### config.mk
export PLATFORM = sky130hd
export DESIGN_NAME = ddac_ctrl
export DESIGN_NICKNAME = d
export VERILOG_FILES = /design/src/rtl/ddac_pkg.sv /design/src/rtl/ddac_sync.sv /design/src/rtl/ddac_ctrl.sv
export SDC_FILE = /design/constraint.sdc
export NUM_CORES = 1
export LEC_CHECK = 0
export BUFFER_PORTS_ARGS = -buffer_cell sky130_fd_sc_hd__buf_4
export CAP_MARGIN = 30
export CORE_MARGIN = 3
export CORE_UTILIZATION = 63
export CTS_CLUSTER_DIAMETER = 200
export DETAILED_ROUTE_END_ITERATION = 12
export PLACE_DENSITY = 0.92
export SLEW_MARGIN = 10
export SYNTH_ARGS = -nofsm -noshare
export SYNTH_HDL_FRONTEND = slang
export SYNTH_HIERARCHICAL = 1
export SYNTH_SLANG_ARGS = --single-unit
### constraint.sdc
create_clock -name clk -period 6.24 [get_ports clk]
set_input_delay 0.624 -clock clk [delete_from_list [all_inputs] [get_ports clk]]
set_output_delay 0.624 -clock clk [all_outputs]
set_load 0.03 [all_outputs]
### src/rtl/ddac_pkg.sv
package ddac_pkg;
  // slave address upper six bits; arbitrary neutral value, the strap supplies bit 0
  localparam logic [5:0]  ADDR_PRESET    = 6'h1c;
  localparam int          CODE_W         = 12;
  localparam logic [11:0] CODE_ZERO      = 12'h000;
  localparam logic [1:0]  PD_UP          = 2'h0;
  localparam logic [1:0]  PD_FLOAT       = 2'h1;
  localparam logic [1:0]  PD_1K          = 2'h2;
  localparam logic [1:0]  PD_100K        = 2'h3;
  localparam logic [1:0]  PD_RESET       = PD_100K;
  localparam logic [3:0]  BIT_LAST       = 4'h7;
  localparam logic [3:0]  BIT_ACK        = 4'h8;
  // command nibble codes
  localparam logic [3:0]  CMD_LDA_UPD    = 4'h0;
  localparam logic [3:0]  CMD_LDB_UPD    = 4'h1;
  localparam logic [3:0]  CMD_LDA_IN     = 4'h4;
  localparam logic [3:0]  CMD_LDB_IN     = 4'h5;
  localparam logic [3:0]  CMD_UPD_LDA    = 4'h8;
  localparam logic [3:0]  CMD_UPD_LDB    = 4'h9;
  localparam logic [3:0]  CMD_LDALL_UPD  = 4'hc;
  localparam logic [3:0]  CMD_LDALL_IN   = 4'hd;
  localparam logic [3:0]  CMD_UPD_ALL    = 4'he;
  localparam logic [3:0]  CMD_EXT        = 4'hf;
  // extended byte: bit 0 selects a, bit 1 selects b, bits 7:6 carry the mode
  localparam int          EXT_SEL_A      = 0;
  localparam int          EXT_SEL_B      = 1;
  localparam int          EXT_PD_LO      = 6;
  localparam int          EXT_PD_HI      = 7;
  typedef enum logic [2:0] {
    DDAC_IDLE  = 3'b000,
    DDAC_ADDR  = 3'b001,
    DDAC_CMD   = 3'b010,
    DDAC_DATA  = 3'b011,
    DDAC_EXT   = 3'b100,
    DDAC_READ  = 3'b101
  } ddac_state_e;
endpackage

### src/rtl/ddac_sync.sv
`timescale 1ns/10ps
`default_nettype none
// three-stage synchroniser; a change counts once stages two and three agree
module ddac_sync (
  input  wire logic clk,
  input  wire logic rst,
  input  wire logic d,
  output logic      q
);
  logic [2:0] sh_reg;

  always_ff @(posedge clk or posedge rst) begin
    if (rst) begin
      sh_reg <= 3'h7;
    end else begin
      sh_reg <= {sh_reg[1:0], d};
    end
  end

  always_ff @(posedge clk or posedge rst) begin
    if (rst) begin
      q <= 1'b1;
    end else if (sh_reg[1] == sh_reg[2]) begin
      q <= sh_reg[2];
    end
  end
endmodule
`default_nettype wire

### src/rtl/ddac_ctrl.sv
`timescale 1ns/10ps
`default_nettype none
module ddac_ctrl (
  input  wire logic                     clk,
  input  wire logic                     rst,
  input  wire logic                     scl_in,
  input  wire logic                     sda_in,
  output logic                          sda_out,
  output logic                          sda_oe,
  input  wire logic                     addr_sel,
  output logic [ddac_pkg::CODE_W-1:0]   channel_a_output,
  output logic [ddac_pkg::CODE_W-1:0]   channel_b_output,
  output logic [1:0]                    powerdown_mode_a,
  output logic [1:0]                    powerdown_mode_b,
  output logic                          buffer_en_a,
  output logic                          buffer_en_b,
  output logic                          busy
);
  import ddac_pkg::*;

  // ----------------------------------------
  // pin sampling and bus conditions
  // ----------------------------------------
  logic scl_s, sda_s, sel_s, scl_d_reg, sda_d_reg;
  logic scl_rise, scl_fall, start_det, stop_det;

  // bus clock is only ever sampled, never driven
  ddac_sync u_scl (.clk(clk), .rst(rst), .d(scl_in), .q(scl_s));
  ddac_sync u_sda (.clk(clk), .rst(rst), .d(sda_in), .q(sda_s));
  ddac_sync u_sel (.clk(clk), .rst(rst), .d(addr_sel), .q(sel_s));

  always_ff @(posedge clk or posedge rst) begin
    if (rst) begin
      scl_d_reg <= 1'b1;
      sda_d_reg <= 1'b1;
    end else begin
      scl_d_reg <= scl_s;
      sda_d_reg <= sda_s;
    end
  end

  assign scl_rise  = scl_s & ~scl_d_reg;
  assign scl_fall  = ~scl_s & scl_d_reg;
  assign start_det = scl_s & scl_d_reg & sda_d_reg & ~sda_s;
  assign stop_det  = scl_s & scl_d_reg & ~sda_d_reg & sda_s;

  // ----------------------------------------
  // bit counter and shifter
  // ----------------------------------------
  ddac_state_e     state_reg;
  logic [3:0]      bit_reg;
  logic [7:0]      shift_reg;
  logic            rw_reg;
  logic            nack_reg;
  logic            stop_armed_reg;
  logic [3:0]      cmd_reg;
  logic [3:0]      hi_reg;
  logic            byte2_reg;
  logic            rbyte_reg;
  logic [CODE_W-1:0] in_a_reg, in_b_reg;
  logic            ack_phase, byte_done;

  assign ack_phase = (bit_reg == BIT_ACK);
  assign byte_done = ack_phase & scl_fall;

  function automatic logic addr_match(input logic [7:0] b, input logic sel);
    // only the exact 7-bit address; general call never matches
    return (b[7:1] == {ADDR_PRESET, sel});
  endfunction

  // stop is ignored inside the same high pulse that carried a start
  always_ff @(posedge clk or posedge rst) begin
    if (rst) begin
      stop_armed_reg <= 1'b0;
    end else if (start_det) begin
      stop_armed_reg <= 1'b0;
    end else if (scl_fall) begin
      stop_armed_reg <= 1'b1;
    end
  end

  always_ff @(posedge clk or posedge rst) begin
    if (rst) begin
      bit_reg   <= 4'h0;
      shift_reg <= 8'h00;
    end else if (start_det || state_reg == DDAC_IDLE) begin
      bit_reg   <= 4'h0;
    end else if (scl_rise && !ack_phase) begin
      shift_reg <= {shift_reg[6:0], sda_s};
    end else if (scl_fall && stop_armed_reg) begin
      // the fall that closes a start is not a data bit
      bit_reg   <= ack_phase ? 4'h0 : bit_reg + 4'h1;
    end
  end

  // ----------------------------------------
  // transfer sequencer
  // ----------------------------------------
  logic upd_a, upd_b, ld_a, ld_b, ld_ext;
  logic [CODE_W-1:0] wdata;
  assign wdata = {hi_reg, shift_reg};

  always_ff @(posedge clk or posedge rst) begin
    if (rst) begin
      state_reg <= DDAC_IDLE;
      rw_reg    <= 1'b0;
      cmd_reg   <= 4'h0;
      hi_reg    <= 4'h0;
      byte2_reg <= 1'b0;
      rbyte_reg <= 1'b0;
      nack_reg  <= 1'b0;
    end else if (start_det) begin
      state_reg <= DDAC_ADDR;
    end else if (stop_det && stop_armed_reg) begin
      state_reg <= DDAC_IDLE;
    end else if (byte_done) begin
      case (state_reg)
        DDAC_ADDR: begin
          if (addr_match(shift_reg, sel_s)) begin
            rw_reg    <= shift_reg[0];
            rbyte_reg <= 1'b0;
            state_reg <= shift_reg[0] ? DDAC_READ : DDAC_CMD;
          end else begin
            state_reg <= DDAC_IDLE;
          end
        end
        DDAC_CMD: begin
          cmd_reg   <= shift_reg[7:4];
          hi_reg    <= shift_reg[3:0];
          byte2_reg <= 1'b0;
          if (shift_reg[7:4] == CMD_EXT && shift_reg[3:0] == 4'h0) begin
            state_reg <= DDAC_EXT;
          end else if (shift_reg[7:4] == CMD_UPD_ALL) begin
            state_reg <= DDAC_CMD; // update-only, no data byte follows
          end else begin
            state_reg <= DDAC_DATA;
          end
        end
        DDAC_DATA: state_reg <= DDAC_CMD;
        DDAC_EXT:  state_reg <= DDAC_CMD;
        DDAC_READ: begin
          rbyte_reg <= ~rbyte_reg;
          if (nack_reg) begin
            state_reg <= DDAC_IDLE;
          end
        end
        default:   state_reg <= DDAC_IDLE;
      endcase
    end else if (scl_rise && ack_phase) begin
      nack_reg <= sda_s;
    end
  end

  // ----------------------------------------
  // command decode, committed on ack falling edge
  // ----------------------------------------
  always_comb begin
    upd_a  = 1'b0;
    upd_b  = 1'b0;
    ld_a   = 1'b0;
    ld_b   = 1'b0;
    ld_ext = 1'b0;
    if (byte_done && state_reg == DDAC_CMD && shift_reg[7:4] == CMD_UPD_ALL) begin
      upd_a = 1'b1;
      upd_b = 1'b1;
    end
    if (byte_done && state_reg == DDAC_EXT) begin
      ld_ext = 1'b1;
    end
    if (byte_done && state_reg == DDAC_DATA) begin
      case (cmd_reg)
        CMD_LDA_UPD, CMD_LDB_UPD, CMD_UPD_LDA, CMD_UPD_LDB: begin
          ld_a  = (cmd_reg[0] == 1'b0);
          ld_b  = (cmd_reg[0] == 1'b1);
          upd_a = 1'b1;
          upd_b = 1'b1;
        end
        CMD_LDA_IN:    ld_a = 1'b1;
        CMD_LDB_IN:    ld_b = 1'b1;
        CMD_LDALL_UPD: begin
          ld_a  = 1'b1;
          ld_b  = 1'b1;
          upd_a = 1'b1;
          upd_b = 1'b1;
        end
        CMD_LDALL_IN: begin
          ld_a = 1'b1;
          ld_b = 1'b1;
        end
        default: begin
          ld_a = 1'b0;
        end
      endcase
    end
  end

  // ----------------------------------------
  // input and converter registers
  // ----------------------------------------
  // new input data bypasses into the converter register in the same edge
  always_ff @(posedge clk or posedge rst) begin
    if (rst) begin
      in_a_reg         <= CODE_ZERO;
      in_b_reg         <= CODE_ZERO;
      channel_a_output <= CODE_ZERO;
      channel_b_output <= CODE_ZERO;
    end else begin
      if (ld_a) in_a_reg <= wdata;
      if (ld_b) in_b_reg <= wdata;
      if (upd_a) channel_a_output <= ld_a ? wdata : in_a_reg;
      if (upd_b) channel_b_output <= ld_b ? wdata : in_b_reg;
    end
  end

  // ----------------------------------------
  // power state; codes kept through power-down
  // ----------------------------------------
  always_ff @(posedge clk or posedge rst) begin
    if (rst) begin
      powerdown_mode_a <= PD_RESET;
      powerdown_mode_b <= PD_RESET;
      buffer_en_a      <= 1'b0;
      buffer_en_b      <= 1'b0;
    end else if (ld_ext) begin
      if (shift_reg[EXT_SEL_A]) begin
        powerdown_mode_a <= shift_reg[EXT_PD_HI:EXT_PD_LO];
        buffer_en_a      <= (shift_reg[EXT_PD_HI:EXT_PD_LO] == PD_UP);
      end
      if (shift_reg[EXT_SEL_B]) begin
        powerdown_mode_b <= shift_reg[EXT_PD_HI:EXT_PD_LO];
        buffer_en_b      <= (shift_reg[EXT_PD_HI:EXT_PD_LO] == PD_UP);
      end
    end
  end

  // ----------------------------------------
  // data line driver, low only
  // ----------------------------------------
  // changes on scl falling edges, and is otherwise only released at a start or stop
  logic [CODE_W-1:0] rd_code;
  logic [3:0]        rd_idx;
  logic [15:0]       rd_word;
  logic              rd_low;
  assign rd_code = channel_a_output;
  assign rd_word = {cmd_reg, rd_code};
  // index of the bit driven after this fall; the ack fall opens the other byte
  assign rd_idx  = ack_phase ? BIT_LAST : (BIT_LAST - 4'h1 - bit_reg);
  assign rd_low  = ack_phase ? ~rbyte_reg : rbyte_reg;

  always_ff @(posedge clk or posedge rst) begin
    if (rst) begin
      sda_out <= 1'b0;
      sda_oe  <= 1'b0;
      busy    <= 1'b0;
    end else begin
      sda_out <= 1'b0;
      busy    <= (state_reg != DDAC_IDLE);
      if (start_det || (stop_det && stop_armed_reg)) begin
        sda_oe <= 1'b0;
      end else if (scl_fall) begin
        if (bit_reg == BIT_LAST && state_reg != DDAC_READ && state_reg != DDAC_IDLE) begin
          sda_oe <= (state_reg != DDAC_ADDR) || addr_match(shift_reg, sel_s);
        end else if (state_reg == DDAC_READ && bit_reg == BIT_LAST) begin
          sda_oe <= 1'b0;
        end else if (state_reg == DDAC_READ && !(ack_phase && nack_reg)) begin
          sda_oe <= ~rd_word[{~rd_low, rd_idx[2:0]}];
        end else if (byte_done && state_reg == DDAC_ADDR && addr_match(shift_reg, sel_s)
                     && shift_reg[0]) begin
          sda_oe <= ~rd_word[4'hf];
        end else begin
          sda_oe <= 1'b0;
        end
      end
    end
  end
endmodule
`default_nettype wire

; ---- Yosys cells after proc, flatten, opt, wreduce, memory -nomap -nowiden
; Cells that the tools add are included.
[op_classes]
add_sub_neg = 2
n_lt_le_gt_ge = 1
n_eq_ne = 25
n_mux = 37
bitwise = 21
n_reduce_logical = 45
[op_table]
columns = cell, n
row1 = == test 4 bit (second input constant), 7
row2 = 2-to-1 mux 12 bit, 2
row3 = 2-to-1 mux 3 bit, 8
row4 = 2-to-1 mux 1 bit, 18
row5 = logical AND 1 bit, 17
row6 = 2-to-1 mux 4 bit, 4
row7 = inverter 1 bit, 13
row8 = == test 4 x 3 -> 1 bit (second input constant), 3
row9 = case mux 3 bit (4 select lines), 1
row10 = AND reduction 2 bit, 5
row11 = bitwise AND 1 bit, 8
row12 = logical NOT 4 bit, 2
row13 = AND reduction 4 bit, 2
row14 = nonzero test 2 bit, 4
row15 = == test 7 x 6 -> 1 bit, 1
row16 = == test 3 x 2 -> 1 bit (second input constant), 2
row17 = == test 3 bit (second input constant), 2
row18 = case mux 1 bit (2 select lines), 3
row19 = nonzero test 3 bit, 2
row20 = OR reduction 3 bit, 2
row21 = < comparator 4 x 5 -> 1 bit (second input constant), 1
row22 = AND reduction 5 bit, 1
row23 = OR reduction 5 bit, 1
row24 = adder 4 x 1 -> 4 bit (second input constant), 1
row25 = 15 further kinds, 21
[word_totals]
ff_bits = 96
in_bits = 5
output_inout_bits = 33
wordCells = 157

; ---- Longest topological paths before layout
[depth]
ltp_word = 12
mapped_depth = 9
mapped_depth_nobuf = 7

; ---- Hierarchy
; Netlist, hierarchy kept.
[modules_own_cells]
columns = mod, n_inst, cells_per_inst, area_per_inst_um2, seq_area_each_um2
row1 = ddac_ctrl, 1, 284, 3793.6, 2109.5
row2 = ddac_sync, 3, 6, 120.1, 105.1

; ---- Worst setup path after synthesis
; No wires, ideal clock.
[synth_path]
path_kind = reg2reg
startpoint = reg bit_reg[0]
endpoint = reg sda_oe
setup_time_ps = 92
t_arrival_ps = 2252
t_required_ps = 6148
setup_slack_ps = 3896
stages_incl_launch_ff = 9
path_buffers = 1
synth_period_minus_slack_ps = 2344
path_cell_list = dfrtp_1 > inv_1 > ha_1 > and3b_1 > buf_6 > nor2_4 > mux4_2 > a311o_1 > o31ai_2
[synth_between]
elab_chain_cells = 11
word_cells_on_any_way = 25
classes_between = add/sub: 1 / eq/ne: 2 / mux: 10 / bitwise: 3 / reduce/logical: 9
[synth_lines]
columns = element, line_no
row1 = from (decl), ddac_ctrl.sv:51  ; logic [3:0] bit_reg;
row2 = from (signal assigned), ddac_ctrl.sv:92  ; bit_reg <= ack_phase ? 4'h0 : bit_reg + 4'h1;
row3 = "parallel branches: the longest is 8 deep, another holds subtractor 3 bit", n/a
row4 = 2-to-1 mux 1 bit *, ddac_ctrl.sv:261  ; if (bit_reg == BIT_LAST && state_reg != DDAC_READ && state_reg != DDAC_IDLE) begin
row5 = 2-to-1 mux 1 bit *, ddac_ctrl.sv:260  ; end else if (scl_fall) begin
row6 = 2-to-1 mux 1 bit *, ddac_ctrl.sv:258  ; if (start_det || (stop_det && stop_armed_reg)) begin
row7 = to (signal assigned), ddac_ctrl.sv:262  ; sda_oe <= (state_reg != DDAC_ADDR) || addr_match(shift_reg, sel_s);
row8 = to (signal assigned), ddac_ctrl.sv:266  ; sda_oe <= ~rd_word[{~rd_low, rd_idx[2:0]}];
row9 = to (signal assigned), ddac_ctrl.sv:269  ; sda_oe <= ~rd_word[4'hf];
row10 = to (decl), ddac_ctrl.sv:9  ; output logic sda_oe,
; Every way passes the cells marked *. The select of a mux whose other input is x is not followed.
; A chain may end at the register's enable or synchronous reset.

; ---- Worst setup path in the final report
[layout_path]
startpoint = reg bit_reg[0]
endpoint = reg channel_a_output[8] (netlist bit)
[layout_between]
elab_chain_cells = 7
word_cells_on_any_way = 10
classes_between = eq/ne: 1 / mux: 5 / bitwise: 1 / reduce/logical: 3
[layout_lines]
columns = element, line_no
row1 = == test 4 bit *, ddac_ctrl.sv:63  ; assign ack_phase = (bit_reg == BIT_ACK);
row2 = bitwise AND 1 bit *, ddac_ctrl.sv:64  ; assign byte_done = ack_phase & scl_fall;
row3 = logical AND 1 bit (2 in a row), ddac_ctrl.sv:163  ; if (byte_done && state_reg == DDAC_CMD && shift_reg[7:4] == CMD_UPD_ALL) begin
row4 = 2-to-1 mux 1 bit, ddac_ctrl.sv:163
row5 = 2-to-1 mux 1 bit, ddac_ctrl.sv:171  ; case (cmd_reg)
row6 = 2-to-1 mux 1 bit, ddac_ctrl.sv:170  ; if (byte_done && state_reg == DDAC_DATA) begin
row7 = to (signal assigned), ddac_ctrl.sv:210  ; if (upd_a) channel_a_output <= ld_a ? wdata : in_a_reg;
row8 = to (decl), ddac_ctrl.sv:11  ; output logic [ddac_pkg::CODE_W-1:0] channel_a_output,
; Every way passes the cells marked *; elsewhere a longest branch is shown, timed or not.

==> results.md <==
- Status: complete, no violations
- Setup WS post-layout: 3.00 ns
- N_diodes: 0
- Total Wirelength: 8690 µm
- Final hold violation count: 0
- Largest net degree at the start of global routing: 70
- Routability congestion estimate: 0.870
- Max-Cap Viols: 0
- CTS Buf Count: 9
- Setup TNS: 0 ns
- Maximum VDD drop: 0.000214 V
- Wire per inst: 20.7 µm
- Top FF cell, synth: dfrtp_1
- Pre-CTS worst setup slack: 3.03 ns
- Crit Path Class: flip-flop to flip-flop
- Relative slew slack: 0.506
- Fill count: 350
- Clock Latency Late Sink: 0.37 ns
- Final ANT Viol Nets: 0
- Ranking of synthesized cells by area: dfrtp_1 (47%), mux2_2 (19%), dfstp_2 (11%)
- Drt pass-1 iters: 4
- Final min period: 3.24 ns
- Syn avg cell area: 13.8 µm²
- Layout cells sized above 1: 0.461
- Post-CTS Repair Setup Buffers: 0
- Hold buffers post-CTS: 0
- H-tree levels: 3
- FF-to-FF setup slack: 3.00 ns
- PD cells: 285 mW/mm²
- Layout Nets: 347
- Grt total ovfl: 0
- I/O pins: 38
- Syn_nets: 309
- Reg2reg end: channel_a_output[8]
- Cells on worst reg2reg path: 8
- #FFs+latches synth: 96
- Initial antenna violation count: 0
- Fin util: 0.761
- CTS Buffer Depth: 2
- Slew Viols, Final: 0
- Die area: 0.00760 mm²
- Clock-pin slew on the worst setup and hold paths: 0.10 ns
- Static Leak: 2.26 nW
- Vias per cell: 6.30
- Arrival @ worst endpoint: 3.50 ns
- Sequential fraction of the synthesis area: 0.584
- Mapped Cells: 302
- First-pass GRT wire length: 14,400 µm
- Required @ worst endpoint: 6.50 ns
- Post_cts resized: 0
- Yosys top cell by area: dfrtp_1
- CTS root buffer: clkbuf_8
- Die Width: 87.2 µm
- Initial DRC Count: 303
- RSZ-0062 raised after global routing: false
- Area grow syn2layout: 13.0%
- Final setup fails: 0
- Number of synthesized flops with an enable pin: 0
- TritonCTS clock tree: done
- Skew final: 0.00747 ns
- Worst-Margin Slew: 0.741 ns
- Initial Util: 0.674
- Fmax: 309 MHz
- Mapped cell area: 0.00415 mm²
- Die height: 87.2 µm
- CP endpoint kind: flip-flop
- Hold crit path type: primary input to asynchronous set/reset pin
- Top-area cell type share of the netlist area: 0.470
- Remaining DRCs: 0
- Most common cell after layout, fill and taps aside: dfrtp_1
- Startpoint Class: flip-flop
- Final period util: 0.519
- Global-route usage over all layers: 0.254
- Via count: 2,644
- Async SR Flop Fraction: 1.00
- Fin Hold WS: 0.274 ns
- Unique masters post-synth: 54
- Critical Path Start: bit_reg[0]
- Rows: 28
- Port Buffers: 36
- CP Max Fanout: 9
- Clk sinks: 96
- DP HPWL: 6030 µm
- RR Startpoint: bit_reg[0]
- Core Footprint: 0.00617 mm²
- Most frequent cells in the layout: dfrtp_1 (78), mux2_2 (70), buf_4 (39), dfstp_2 (18), nor2_1 (15)
- Vias in the first global route: 2,738
- Syn. warnings: 6
-- cell families after synthesis --
family,after synthesis,share of synthesized area
compound gates,36,0.0621
fa+ha+maj,5,0.0142
mux,77,0.213
xor+xnor,1,0.00211
other cells,1,0.000903
flops,96,0.584
buf+inv,24,0.0325
simple gates,62,0.0919
-- power by group --
group          internal [mW]  switching (mW)
combinational         0.0779          0.0992
clock                  0.186           0.226
sequential             0.666          0.0832
-- synthesized netlist by cell type, drive strengths merged, types with 2 or more instances --
cell / instances
o31ai: 4
nand3b: 4
mux2: 70
buf: 9
nor2: 16
inv: 10
and3b: 3
dfstp: 18
dfrtp: 78
clkbuf: 5
maj3: 3
nand2b: 4
o21a: 3
o211ai: 4
a21oi: 8
mux4: 2
nor3b: 2
o21ai: 5
nor4: 3
mux2i: 5
nor2b: 2
ha: 2
nand2: 11
nand3: 5
a311o: 2
nor3: 4
-- final cells by class --
class	instances	area, µm²	share of cell area
multi-input combinational	182	1590	0.340
inverter	10	38.8	0.00826
tap	75	93.8	0.0200
sequential	96	2420	0.517
clock inverter	7	71.3	0.0152
clock buffer	9	124	0.0264
timing repair buffer	41	348	0.0741
-- critical path, stage by stage (launching register included) --
cell and delay (ns):
dfrtp_1 0.50, inv_1 0.17, ha_1 0.21, and3b_1 0.50, nand3_1 0.20, a21oi_1 0.64
buf_4 0.28, mux2_2 0.35, mux2_2 0.27
-- stage by stage --
stage | power (mW) | instances | area [µm²]
detailed placement | 0.932 | 404 | 4500
finish | 1.34 | 420 | 4690
floorplan | 0.867 | 302 | 4150
global route | 1.39 | 420 | 4690
CTS | 1.34 | 420 | 4690
global placement | 0.913 | 401 | 4440
-- how the worst max path moves through the flow --
stage,depth (start not counted),slack [ns],end
2_1_floorplan,1,3.46,bit_reg[0]
3_3_place_gp,7,3.00,channel_a_output[4]
3_5_place_dp,8,3.03,channel_a_output[10]
4_1_cts,8,2.99,channel_a_output[8]
5_1_grt,8,2.77,channel_a_output[8]
6_report,8,3.00,channel_a_output[8]
-- layer usage --
metal  vias to the layer above  global-route usage  wire length, µm
met3                        17              0.0539              574
met5                         -                   0                0
met1                      1364               0.339             3530
li1                       1161                   -                -
met2                       102               0.408             4370
met4                         0               0.107              212
No activity file was read; power rests on OpenSTA's default activity.
